**src/hw/ispc_pkg.sv**
```systemverilog
// shared constants and types of the programming command unit
package ispc_pkg;
  localparam int IR_W = 4;
  localparam logic [IR_W-1:0] IR_IDCODE = 4'h1;
  localparam logic [IR_W-1:0] IR_ENABLE = 4'h9;
  localparam logic [IR_W-1:0] IR_ERASE = 4'hA;
  localparam logic [IR_W-1:0] IR_PROGRAM = 4'hB;
  localparam logic [IR_W-1:0] IR_VERIFY = 4'hC;
  localparam logic [IR_W-1:0] IR_BYPASS = 4'hF;
  localparam logic [IR_W-1:0] IR_CAPTURE = 4'h1;
  localparam int ID_W = 32;
  localparam int BUSY_W = 24;
  localparam int CLK_MHZ = 100;
  localparam int ERASE_PW_MS = 100;
  localparam int PROG_PW_MS = 10;
  localparam int VERIFY_PW_US = 10;
  localparam int ERASE_PW_CYC = ERASE_PW_MS * 1000 * CLK_MHZ;
  localparam int PROG_PW_CYC = PROG_PW_MS * 1000 * CLK_MHZ;
  localparam int VERIFY_PW_CYC = VERIFY_PW_US * CLK_MHZ;
  localparam int TLR_TMS_HIGH = 5;

  typedef enum logic [1:0] {OP_NONE, OP_ERASE, OP_PROG, OP_VERIFY} ispc_op_t;
  typedef enum logic [3:0] {
    TLR, RTI, SEL_DR, CAP_DR, SH_DR, EX1_DR, PA_DR, EX2_DR, UPD_DR,
    SEL_IR, CAP_IR, SH_IR, EX1_IR, PA_IR, EX2_IR, UPD_IR
  } ispc_tap_t;
endpackage

```
**src/hw/ispc_sync.sv**
```systemverilog
// two-stage synchroniser for the test port pins
`timescale 1ns/10ps
`default_nettype none
module ispc_sync #(
  parameter int W = 3
) (
  input wire logic CORE_CLK, // core clock
  input wire logic RST_N, // synchronous reset, active low
  input wire logic [W-1:0] async_in, // pin levels
  output logic [W-1:0] sync_out // synchronised levels
);
  logic [W-1:0] meta_r;

  always_ff @(posedge CORE_CLK)
  begin
    if (!RST_N)
    begin
      meta_r <= '0;
      sync_out <= '0;
    end
    else
    begin
      meta_r <= async_in;
      sync_out <= meta_r;
    end
  end
endmodule // ispc_sync
`default_nettype wire

```
**src/hw/ispc_unit.sv**
```systemverilog
// test-port command unit for in-system programming of the configuration array
// What this block and its controller do
// RL1: enable instruction arms erase, program, verify
// RL2: armed erase clears the whole array
// RL3: armed program writes shift register to row
// RL4: verify copies addressed row into shift register
// RL5: verify drives user pins to configured state
// RL6: controller arms before programming operations
// RL7: sample on TCK rise, TDO on fall
// RL8: bypass and identification instruction codes
// RL9: controller waits out each operation pulse except the final verify, which the test ends during
`timescale 1ns/10ps
`default_nettype none
module ispc_unit
  import ispc_pkg::*;
#(
  parameter int ADDR_W = 5,
  parameter int DATA_W = 32,
  parameter int PIN_W = 8,
  parameter logic [ID_W-1:0] IDCODE = 32'h0A5C_3001, // arbitrary value
  parameter logic [DATA_W-1:0] ERASED = '1,
  parameter int ERASE_CYC = ERASE_PW_CYC,
  parameter int PROG_CYC = PROG_PW_CYC,
  parameter int VERIFY_CYC = VERIFY_PW_CYC
) (
  input wire logic CORE_CLK, // core clock, 100 MHz
  input wire logic RST_N, // synchronous reset, active low
  input wire logic TCK, // test clock pin
  input wire logic TMS, // test mode select pin
  input wire logic TDI, // test data in pin
  output logic TDO_O, // test data out level
  output logic TDO_OE, // test data out driven
  input wire logic [PIN_W-1:0] USER_OUT, // normal function outputs
  input wire logic [PIN_W-1:0] VERIFY_PINS, // user state during verify
  output logic [PIN_W-1:0] PIN_OUT, // user pins
  output logic ARMED, // unit armed
  output logic BUSY // operation pulse running
);
  localparam int ROWS = 2 ** ADDR_W;
  localparam int PGM_W = ADDR_W + DATA_W;
  logic [2:0] pins_s;
  logic tck_d_r, tck_rise, tck_fall, tms_s, tdi_s;
  ispc_tap_t tap_r, tap_nxt;
  logic [2:0] tlr_cnt_r;
  logic [IR_W-1:0] ir_r, ir_sr_r, op_ir;
  logic [PGM_W-1:0] pgm_sr_r;
  logic [ID_W-1:0] id_sr_r;
  logic byp_r, armed_r, busy_r;
  logic [DATA_W-1:0] mem_r [ROWS];
  logic [ADDR_W-1:0] sr_addr;
  logic [DATA_W-1:0] sr_data, rd_row;
  logic pgm_op, sel_pgm, exec, erase_go, prog_go, verify_go;
  logic [BUSY_W-1:0] busy_cnt_r;
  ispc_op_t op_r;
  logic vfy_busy, dr_bit, shifting;

  ispc_sync #(.W(3)) u_sync (
    .CORE_CLK(CORE_CLK),
    .RST_N(RST_N),
    .async_in({TCK, TMS, TDI}),
    .sync_out(pins_s)
  );

  assign tms_s = pins_s[1];
  assign tdi_s = pins_s[0];
  assign tck_rise = pins_s[2] && !tck_d_r; // [RL7]
  assign tck_fall = !pins_s[2] && tck_d_r; // [RL7]

  always_ff @(posedge CORE_CLK)
  begin
    if (!RST_N)
      tck_d_r <= 1'b0;
    else
      tck_d_r <= pins_s[2];
  end
  always_comb
  begin
    tap_nxt = tap_r;
    unique case (tap_r)
      TLR: tap_nxt = tms_s ? TLR : RTI;
      RTI: tap_nxt = tms_s ? SEL_DR : RTI;
      SEL_DR: tap_nxt = tms_s ? SEL_IR : CAP_DR;
      CAP_DR: tap_nxt = tms_s ? EX1_DR : SH_DR;
      SH_DR: tap_nxt = tms_s ? EX1_DR : SH_DR;
      EX1_DR: tap_nxt = tms_s ? UPD_DR : PA_DR;
      PA_DR: tap_nxt = tms_s ? EX2_DR : PA_DR;
      EX2_DR: tap_nxt = tms_s ? UPD_DR : SH_DR;
      UPD_DR: tap_nxt = tms_s ? SEL_DR : RTI;
      SEL_IR: tap_nxt = tms_s ? TLR : CAP_IR;
      CAP_IR: tap_nxt = tms_s ? EX1_IR : SH_IR;
      SH_IR: tap_nxt = tms_s ? EX1_IR : SH_IR;
      EX1_IR: tap_nxt = tms_s ? UPD_IR : PA_IR;
      PA_IR: tap_nxt = tms_s ? EX2_IR : PA_IR;
      EX2_IR: tap_nxt = tms_s ? UPD_IR : SH_IR;
      UPD_IR: tap_nxt = tms_s ? SEL_DR : RTI;
    endcase
  end
  // tms held high forces the test logic reset even if the state is lost
  always_ff @(posedge CORE_CLK)
  begin
    if (!RST_N)
    begin
      tap_r <= TLR;
      tlr_cnt_r <= '0;
    end
    else if (tck_rise)
    begin
      tlr_cnt_r <= tms_s ? ((tlr_cnt_r == 3'(TLR_TMS_HIGH)) ? tlr_cnt_r : tlr_cnt_r + 3'h1) : '0;
      tap_r <= (tms_s && tlr_cnt_r == 3'(TLR_TMS_HIGH - 1)) ? TLR : tap_nxt; // [RL7]
    end
  end

  // instruction path; armed stays set across operations until test reset
  always_ff @(posedge CORE_CLK)
  begin
    if (!RST_N)
    begin
      ir_r <= IR_IDCODE;
      ir_sr_r <= IR_CAPTURE;
      armed_r <= 1'b0;
    end
    else if (tck_rise)
    begin
      unique case (tap_r)
        TLR:
        begin
          ir_r <= IR_IDCODE;
          armed_r <= 1'b0;
        end
        CAP_IR: ir_sr_r <= IR_CAPTURE;
        SH_IR: ir_sr_r <= {tdi_s, ir_sr_r[IR_W-1:1]}; // [RL7]
        UPD_IR:
        begin
          ir_r <= ir_sr_r;
          if (ir_sr_r == IR_ENABLE)
            armed_r <= 1'b1; // [RL1] [RL6]
        end
        default: ;
      endcase
    end
  end
  assign pgm_op = ir_r == IR_ERASE || ir_r == IR_PROGRAM || ir_r == IR_VERIFY;
  assign sel_pgm = ir_r == IR_ENABLE || (pgm_op && armed_r); // [RL1]
  assign sr_addr = pgm_sr_r[PGM_W-1 -: ADDR_W];
  assign sr_data = pgm_sr_r[DATA_W-1:0];
  assign rd_row = mem_r[sr_addr];
  // ir_r loads on the very rise that leaves update-ir, so decode the new code there
  assign op_ir = (tap_r == UPD_IR) ? ir_sr_r : ir_r;
  // operations fire when the tap settles in run-test/idle after an update
  assign exec = tck_rise && (tap_r == UPD_DR || tap_r == UPD_IR) && !tms_s;
  assign erase_go = exec && armed_r && op_ir == IR_ERASE; // [RL1] [RL2]
  assign prog_go = exec && armed_r && op_ir == IR_PROGRAM; // [RL1] [RL3]
  assign verify_go = exec && armed_r && op_ir == IR_VERIFY; // [RL1] [RL4]
  // capture keeps the programming register so verified data survives to the next scan
  always_ff @(posedge CORE_CLK)
  begin
    if (!RST_N)
    begin
      pgm_sr_r <= '0;
      id_sr_r <= IDCODE;
      byp_r <= 1'b0;
    end
    else if (verify_go)
      pgm_sr_r[DATA_W-1:0] <= rd_row; // [RL4]
    else if (tck_rise && tap_r == CAP_DR)
    begin
      id_sr_r <= IDCODE; // [RL8]
      byp_r <= 1'b0; // [RL8]
    end
    else if (tck_rise && tap_r == SH_DR)
    begin
      if (sel_pgm)
        pgm_sr_r <= {tdi_s, pgm_sr_r[PGM_W-1:1]};
      else if (ir_r == IR_IDCODE)
        id_sr_r <= {tdi_s, id_sr_r[ID_W-1:1]};
      else
        byp_r <= tdi_s; // [RL8]
    end
  end
  // the array is nonvolatile, so it has no reset
  always_ff @(posedge CORE_CLK)
  begin
    if (erase_go)
    begin
      for (int i = 0; i < ROWS; i++)
        mem_r[i] <= ERASED; // [RL2]
    end
    else if (prog_go)
      mem_r[sr_addr] <= sr_data; // [RL3]
  end
  // pulse timer reports busy and times the verify pin state; a new operation restarts it
  always_ff @(posedge CORE_CLK)
  begin
    if (!RST_N)
    begin
      busy_cnt_r <= '0;
      busy_r <= 1'b0;
      op_r <= OP_NONE;
    end
    else if (erase_go || prog_go || verify_go)
    begin
      busy_r <= 1'b1;
      op_r <= erase_go ? OP_ERASE : (prog_go ? OP_PROG : OP_VERIFY);
      busy_cnt_r <= erase_go ? BUSY_W'(ERASE_CYC - 1) :
        (prog_go ? BUSY_W'(PROG_CYC - 1) : BUSY_W'(VERIFY_CYC - 1)); // [RL9]
    end
    else if (busy_cnt_r != '0)
      busy_cnt_r <= busy_cnt_r - BUSY_W'(1);
    else
    begin
      busy_r <= 1'b0;
      op_r <= OP_NONE;
    end
  end
  assign vfy_busy = busy_r && op_r == OP_VERIFY;
  always_ff @(posedge CORE_CLK)
  begin
    if (!RST_N)
      PIN_OUT <= '0;
    else
      PIN_OUT <= vfy_busy ? VERIFY_PINS : USER_OUT; // [RL5]
  end

  assign shifting = tap_r == SH_DR || tap_r == SH_IR;
  assign dr_bit = sel_pgm ? pgm_sr_r[0] : ((ir_r == IR_IDCODE) ? id_sr_r[0] : byp_r);
  always_ff @(posedge CORE_CLK)
  begin
    if (!RST_N)
    begin
      TDO_O <= 1'b0;
      TDO_OE <= 1'b0;
    end
    else if (tck_fall)
    begin
      TDO_O <= (tap_r == SH_IR) ? ir_sr_r[0] : dr_bit; // [RL7]
      TDO_OE <= shifting; // [RL7]
    end
  end

  always_ff @(posedge CORE_CLK)
  begin
    if (!RST_N)
    begin
      ARMED <= 1'b0;
      BUSY <= 1'b0;
    end
    else
    begin
      ARMED <= armed_r;
      BUSY <= busy_r;
    end
  end
endmodule // ispc_unit
`default_nettype wire

```
**config.mk**
```make
export PLATFORM = sky130hd
export DESIGN_NAME = ispc_unit
export DESIGN_NICKNAME = d
export VERILOG_FILES = /design/src/hw/ispc_pkg.sv /design/src/hw/ispc_sync.sv /design/src/hw/ispc_unit.sv
export SDC_FILE = /design/constraint.sdc
export NUM_CORES = 2
export LEC_CHECK = 0
export BUFFER_PORTS_ARGS = -buffer_cell sky130_fd_sc_hd__buf_2
export CAP_MARGIN = 20
export CORE_MARGIN = 1
export CORE_UTILIZATION = 41
export CTS_BUF_LIST = sky130_fd_sc_hd__clkbuf_8
export DETAILED_ROUTE_END_ITERATION = 16
export PLACE_DENSITY = 0.61
export REMOVE_ABC_BUFFERS = 1
export SLEW_MARGIN = 30
export SYNTH_ARGS = -nofsm -noshare
export SYNTH_HDL_FRONTEND = slang
export SYNTH_SLANG_ARGS = --single-unit
```
**constraint.sdc**
```tcl
create_clock -name CORE_CLK -period 13.2 [get_ports CORE_CLK]
set_input_delay 1.32 -clock CORE_CLK [delete_from_list [all_inputs] [get_ports CORE_CLK]]
set_output_delay 1.32 -clock CORE_CLK [all_outputs]
set_load 0.02 [all_outputs]
```
==> results_dict.tcl <==
set metrics [dict create \
    regArea_um2 33500 \
    reg2reg_from "tap_r[0]$_SDFFE_PN0P_" \
    max_freq_mhz 206 \
    wl_met1_um 58300 \
    syn2layout_area_growth_pct 10.5 \
    hold_path.class "flop to flop" \
    remaining_drc_errors 0 \
    clk_pin_slew_ns 0.06 \
    rsz0062_at_grt "no" \
    grt_pass1_vias 29800 \
    final_cell_mix "1024 x edfxtp_1, 386 x or3_1, 373 x or2_2" \
    outcome "finished, final reports clean" \
    finalHoldViolations 0 \
    crit_top_cell "buf_4" \
    drt_first_pass_iters 5 \
    multiInputGateArea_um2 17000 \
    startpoint_type "flop" \
    timing.final.crit_share 0.368 \
    cts_resized 0 \
    grt_pass1_wl_um 209000 \
    syn_avg_cell_area_um2 14.6 \
    synth_edf_count 1024 \
    n_fill_cell 10800 \
    track_usage 0.226 \
    crit_arrival_ns 5.37 \
    drt_iter0_markers 3520 \
    finClkSkew_ns 0.0465 \
    setup_violations 0 \
    cts_tree "built" \
    ir_worst_vdd_mv 0.111 \
    ys_types 62 \
    layout_commonest_cell "edfxtp_1" \
    timing.final.crit_period_ns 4.86 \
    fin_nets 3482 \
    ff2ff_setup_slack_ns 8.34 \
    p_int_mw 5.56 \
    crit_required_ns 13.72 \
    cts_made_buffers 188 \
    cts_buffer_depth 3 \
    drive_above_1_share 0.297 \
    relSlewSlack 0.302 \
    crit_path_end_kind "flop" \
    timing.critical_path.to "mem_r[30][16]$_SDFFCE_PN1P_" \
    io_pins 33 \
    ys_seq_area_frac 0.649 \
    crit_fanout 80 \
    combPwrFrac 0.034 \
    dr_wl_met3_um 13400 \
    highest_layer "met5" \
    die_w_um 357 \
    cp-startpoint "tap_r[0]$_SDFFE_PN0P_" \
    cp_cell_sequence "nand4_1 -> mux2_2 -> nor2_4 -> nand3_4 -> buf_4 -> o21ai_4 -> buf_4" \
    portBuffers 32 \
    cp_slowest_stage_delay_ns 0.76 \
    worstMarginPinSlew_ns 1.05 \
    postCtsHoldBufs 0 \
    synth_flop_cell "edfxtp_1" \
    p_per_area_nw_per_um2 127 \
    dieArea_um2 127000 \
    core_um2 124000 \
    die_y_um 357 \
    async_flop_share 0 \
    post_cts_buffers 0 \
    swShare 0.231 \
    tns_ns 0 \
    syn-cell-area_um2 51600 \
    wl_per_cell_um 27.3 \
    report.final.slew_viol_count 0 \
    r2r_cells 7 \
    place.gp.congestion 0.831 \
    ys_ff_latch 1161 \
    vias 30400 \
    start_util 0.415 \
    p_leak_nw 19.5 \
    slowest_stage "nand4_1" \
    root_buffer "clkbuf_8" \
    p_seq_frac 0.554 \
    clock_latency_ns 0.91 \
    grt_max_degree 102 \
    viasPerCell 5.79 \
    ant_nets 0 \
    power.share.clock 0.413 \
    antenna_found_initial 8 \
    path_class "flop to flop" \
    synth_warnings 0 \
    htreeDepth 4 \
    row_count 129 \
    clock-sinks 1161 \
    cap_violations 0 \
    place_hpwl_um 79200 \
    r2r_end "mem_r[30][16]$_SDFFCE_PN1P_" \
    global_route.overflow_total 0 \
    power_mw 7.24 \
    holdWs_ns 0.435 \
    synthCells 3536 \
    wl_met2_um 66800 \
    power_switching_mw 1.67 \
    wirelength_um 143000 \
]
-- layer usage --
layer  GRT usage  up-vias
li1            -    13300
met1       0.311    15600
met2       0.348     1337
met3      0.0531      249
met4      0.0842        4
met5           0        -
-- Yosys cell counts (3+ instances only) --
master	number	area share
a21oi_1	55	0.0053
a22oi_1	5	0.00073
and2_1	13	0.0016
and3_1	4	0.00048
and4_1	4	0.00068
buf_1	16	0.0012
buf_2	37	0.0036
clkbuf_1	324	0.024
dfxtp_1	137	0.053
edfxtp_1	1024	0.60
ha_1	5	0.0012
inv_1	9	0.00065
mux2_2	4	0.00087
mux2i_1	50	0.0097
mux4_2	256	0.11
nand2_1	82	0.0060
nand2b_1	232	0.028
nand3_1	40	0.0039
nand3_2	3	0.00058
nand3b_1	11	0.0016
nand4_1	7	0.00085
nor2_1	61	0.0044
nor2b_1	8	0.00097
nor3_1	24	0.0023
nor3b_1	9	0.0013
nor4_1	6	0.00073
nor4b_1	4	0.00068
o21a_1	5	0.00073
o21ai_0	43	0.0042
o22ai_1	162	0.020
o31ai_1	7	0.0010
or2_1	13	0.0016
or2_2	373	0.045
or2b_1	28	0.0041
or3_1	386	0.047
or3b_2	3	0.00051
or4_1	35	0.0051
xnor2_1	10	0.0017
xor2_1	8	0.0014
-- power groups by stage --
stage	clock network, mW	registers, mW	logic [mW]
2_1_floorplan	0	4.08	0.188
3_3_place_gp	0	4.08	0.237
3_5_place_dp	0	4.08	0.239
4_1_cts	3.04	4.00	0.240
5_1_grt	3.19	4.01	0.275
6_report	2.99	4.01	0.244
-- layout make-up --
class / instances / area share
inverters: 9 / 0.000592
well taps: 1637 / 0.0359
multi-input cells: 1988 / 0.298
clock inverters: 144 / 0.0131
flip-flops and latches: 1161 / 0.588
diodes: 3 / 0.000132
clock buffers: 204 / 0.0492
repair buffers: 108 / 0.0153
-- cells by family after synthesis --
| group | synth area share |
|---|---|
| adders and majority gates | 0.00121 |
| and+or+nand+nor | 0.160 |
| AOI/OAI and AO/OA | 0.0355 |
| muxes | 0.122 |
| DFF | 0.649 |
| buffers and inverters | 0.0292 |
| xor gates and xnor gates | 0.00305 |
-- state kept, by name, indices dropped and copies added (netlist names), named ones only --
name and cells:
mem_r 1024, pgm_sr_r 37, id_sr_r 32, busy_cnt_r 24, PIN_OUT 8, ir_r 4
ir_sr_r 4, tap_r 4, tlr_cnt_r 3, u_sync.meta_r 3, u_sync.sync_out 3, op_r 2
ARMED 1, BUSY 1, TDO_O 1, TDO_OE 1, armed_r 1, busy_r 1
byp_r 1, tck_d_r 1
-- how the worst min path moves through the flow --
stage	cells past startpoint	startpoint	slack, ns	endpoint
detailed placement	1	u_sync.meta_r[0]$_SDFF_PN0_	0.42	u_sync.sync_out[0]$_SDFF_PN0_
floorplan	1	u_sync.meta_r[0]$_SDFF_PN0_	0.41	u_sync.sync_out[0]$_SDFF_PN0_
finish	1	u_sync.meta_r[1]$_SDFF_PN0_	0.44	u_sync.sync_out[1]$_SDFF_PN0_
global route	1	u_sync.meta_r[1]$_SDFF_PN0_	0.46	u_sync.sync_out[1]$_SDFF_PN0_
CTS	1	u_sync.meta_r[1]$_SDFF_PN0_	0.44	u_sync.sync_out[1]$_SDFF_PN0_
global placement	1	u_sync.meta_r[2]$_SDFF_PN0_	0.42	u_sync.sync_out[2]$_SDFF_PN0_
-- worst max-delay path, delay by kind of cell (launching register included) --
| kind | cells | cell delay, ns |
|---|---|---|
| simple gates | 3 | 1.57 |
| buf+inv | 2 | 1.15 |
| flops | 1 | 0.71 |
| mux | 1 | 0.58 |
| compound gates | 1 | 0.31 |
-- through the flow --
step / setup WS, ns / util / instances / cell area (µm²)
floorplan: 1.12 / - / 3158 / 50200
global placement: 8.50 / 0.429 / 4896 / 53300
detailed placement: 8.41 / 0.430 / 4901 / 53400
CTS: 8.40 / 0.458 / 5249 / 57000
global route: 8.11 / 0.459 / 5252 / 57100
finish: 8.34 / 0.459 / 5254 / 57100
Power figures use the tool's default switching activity.
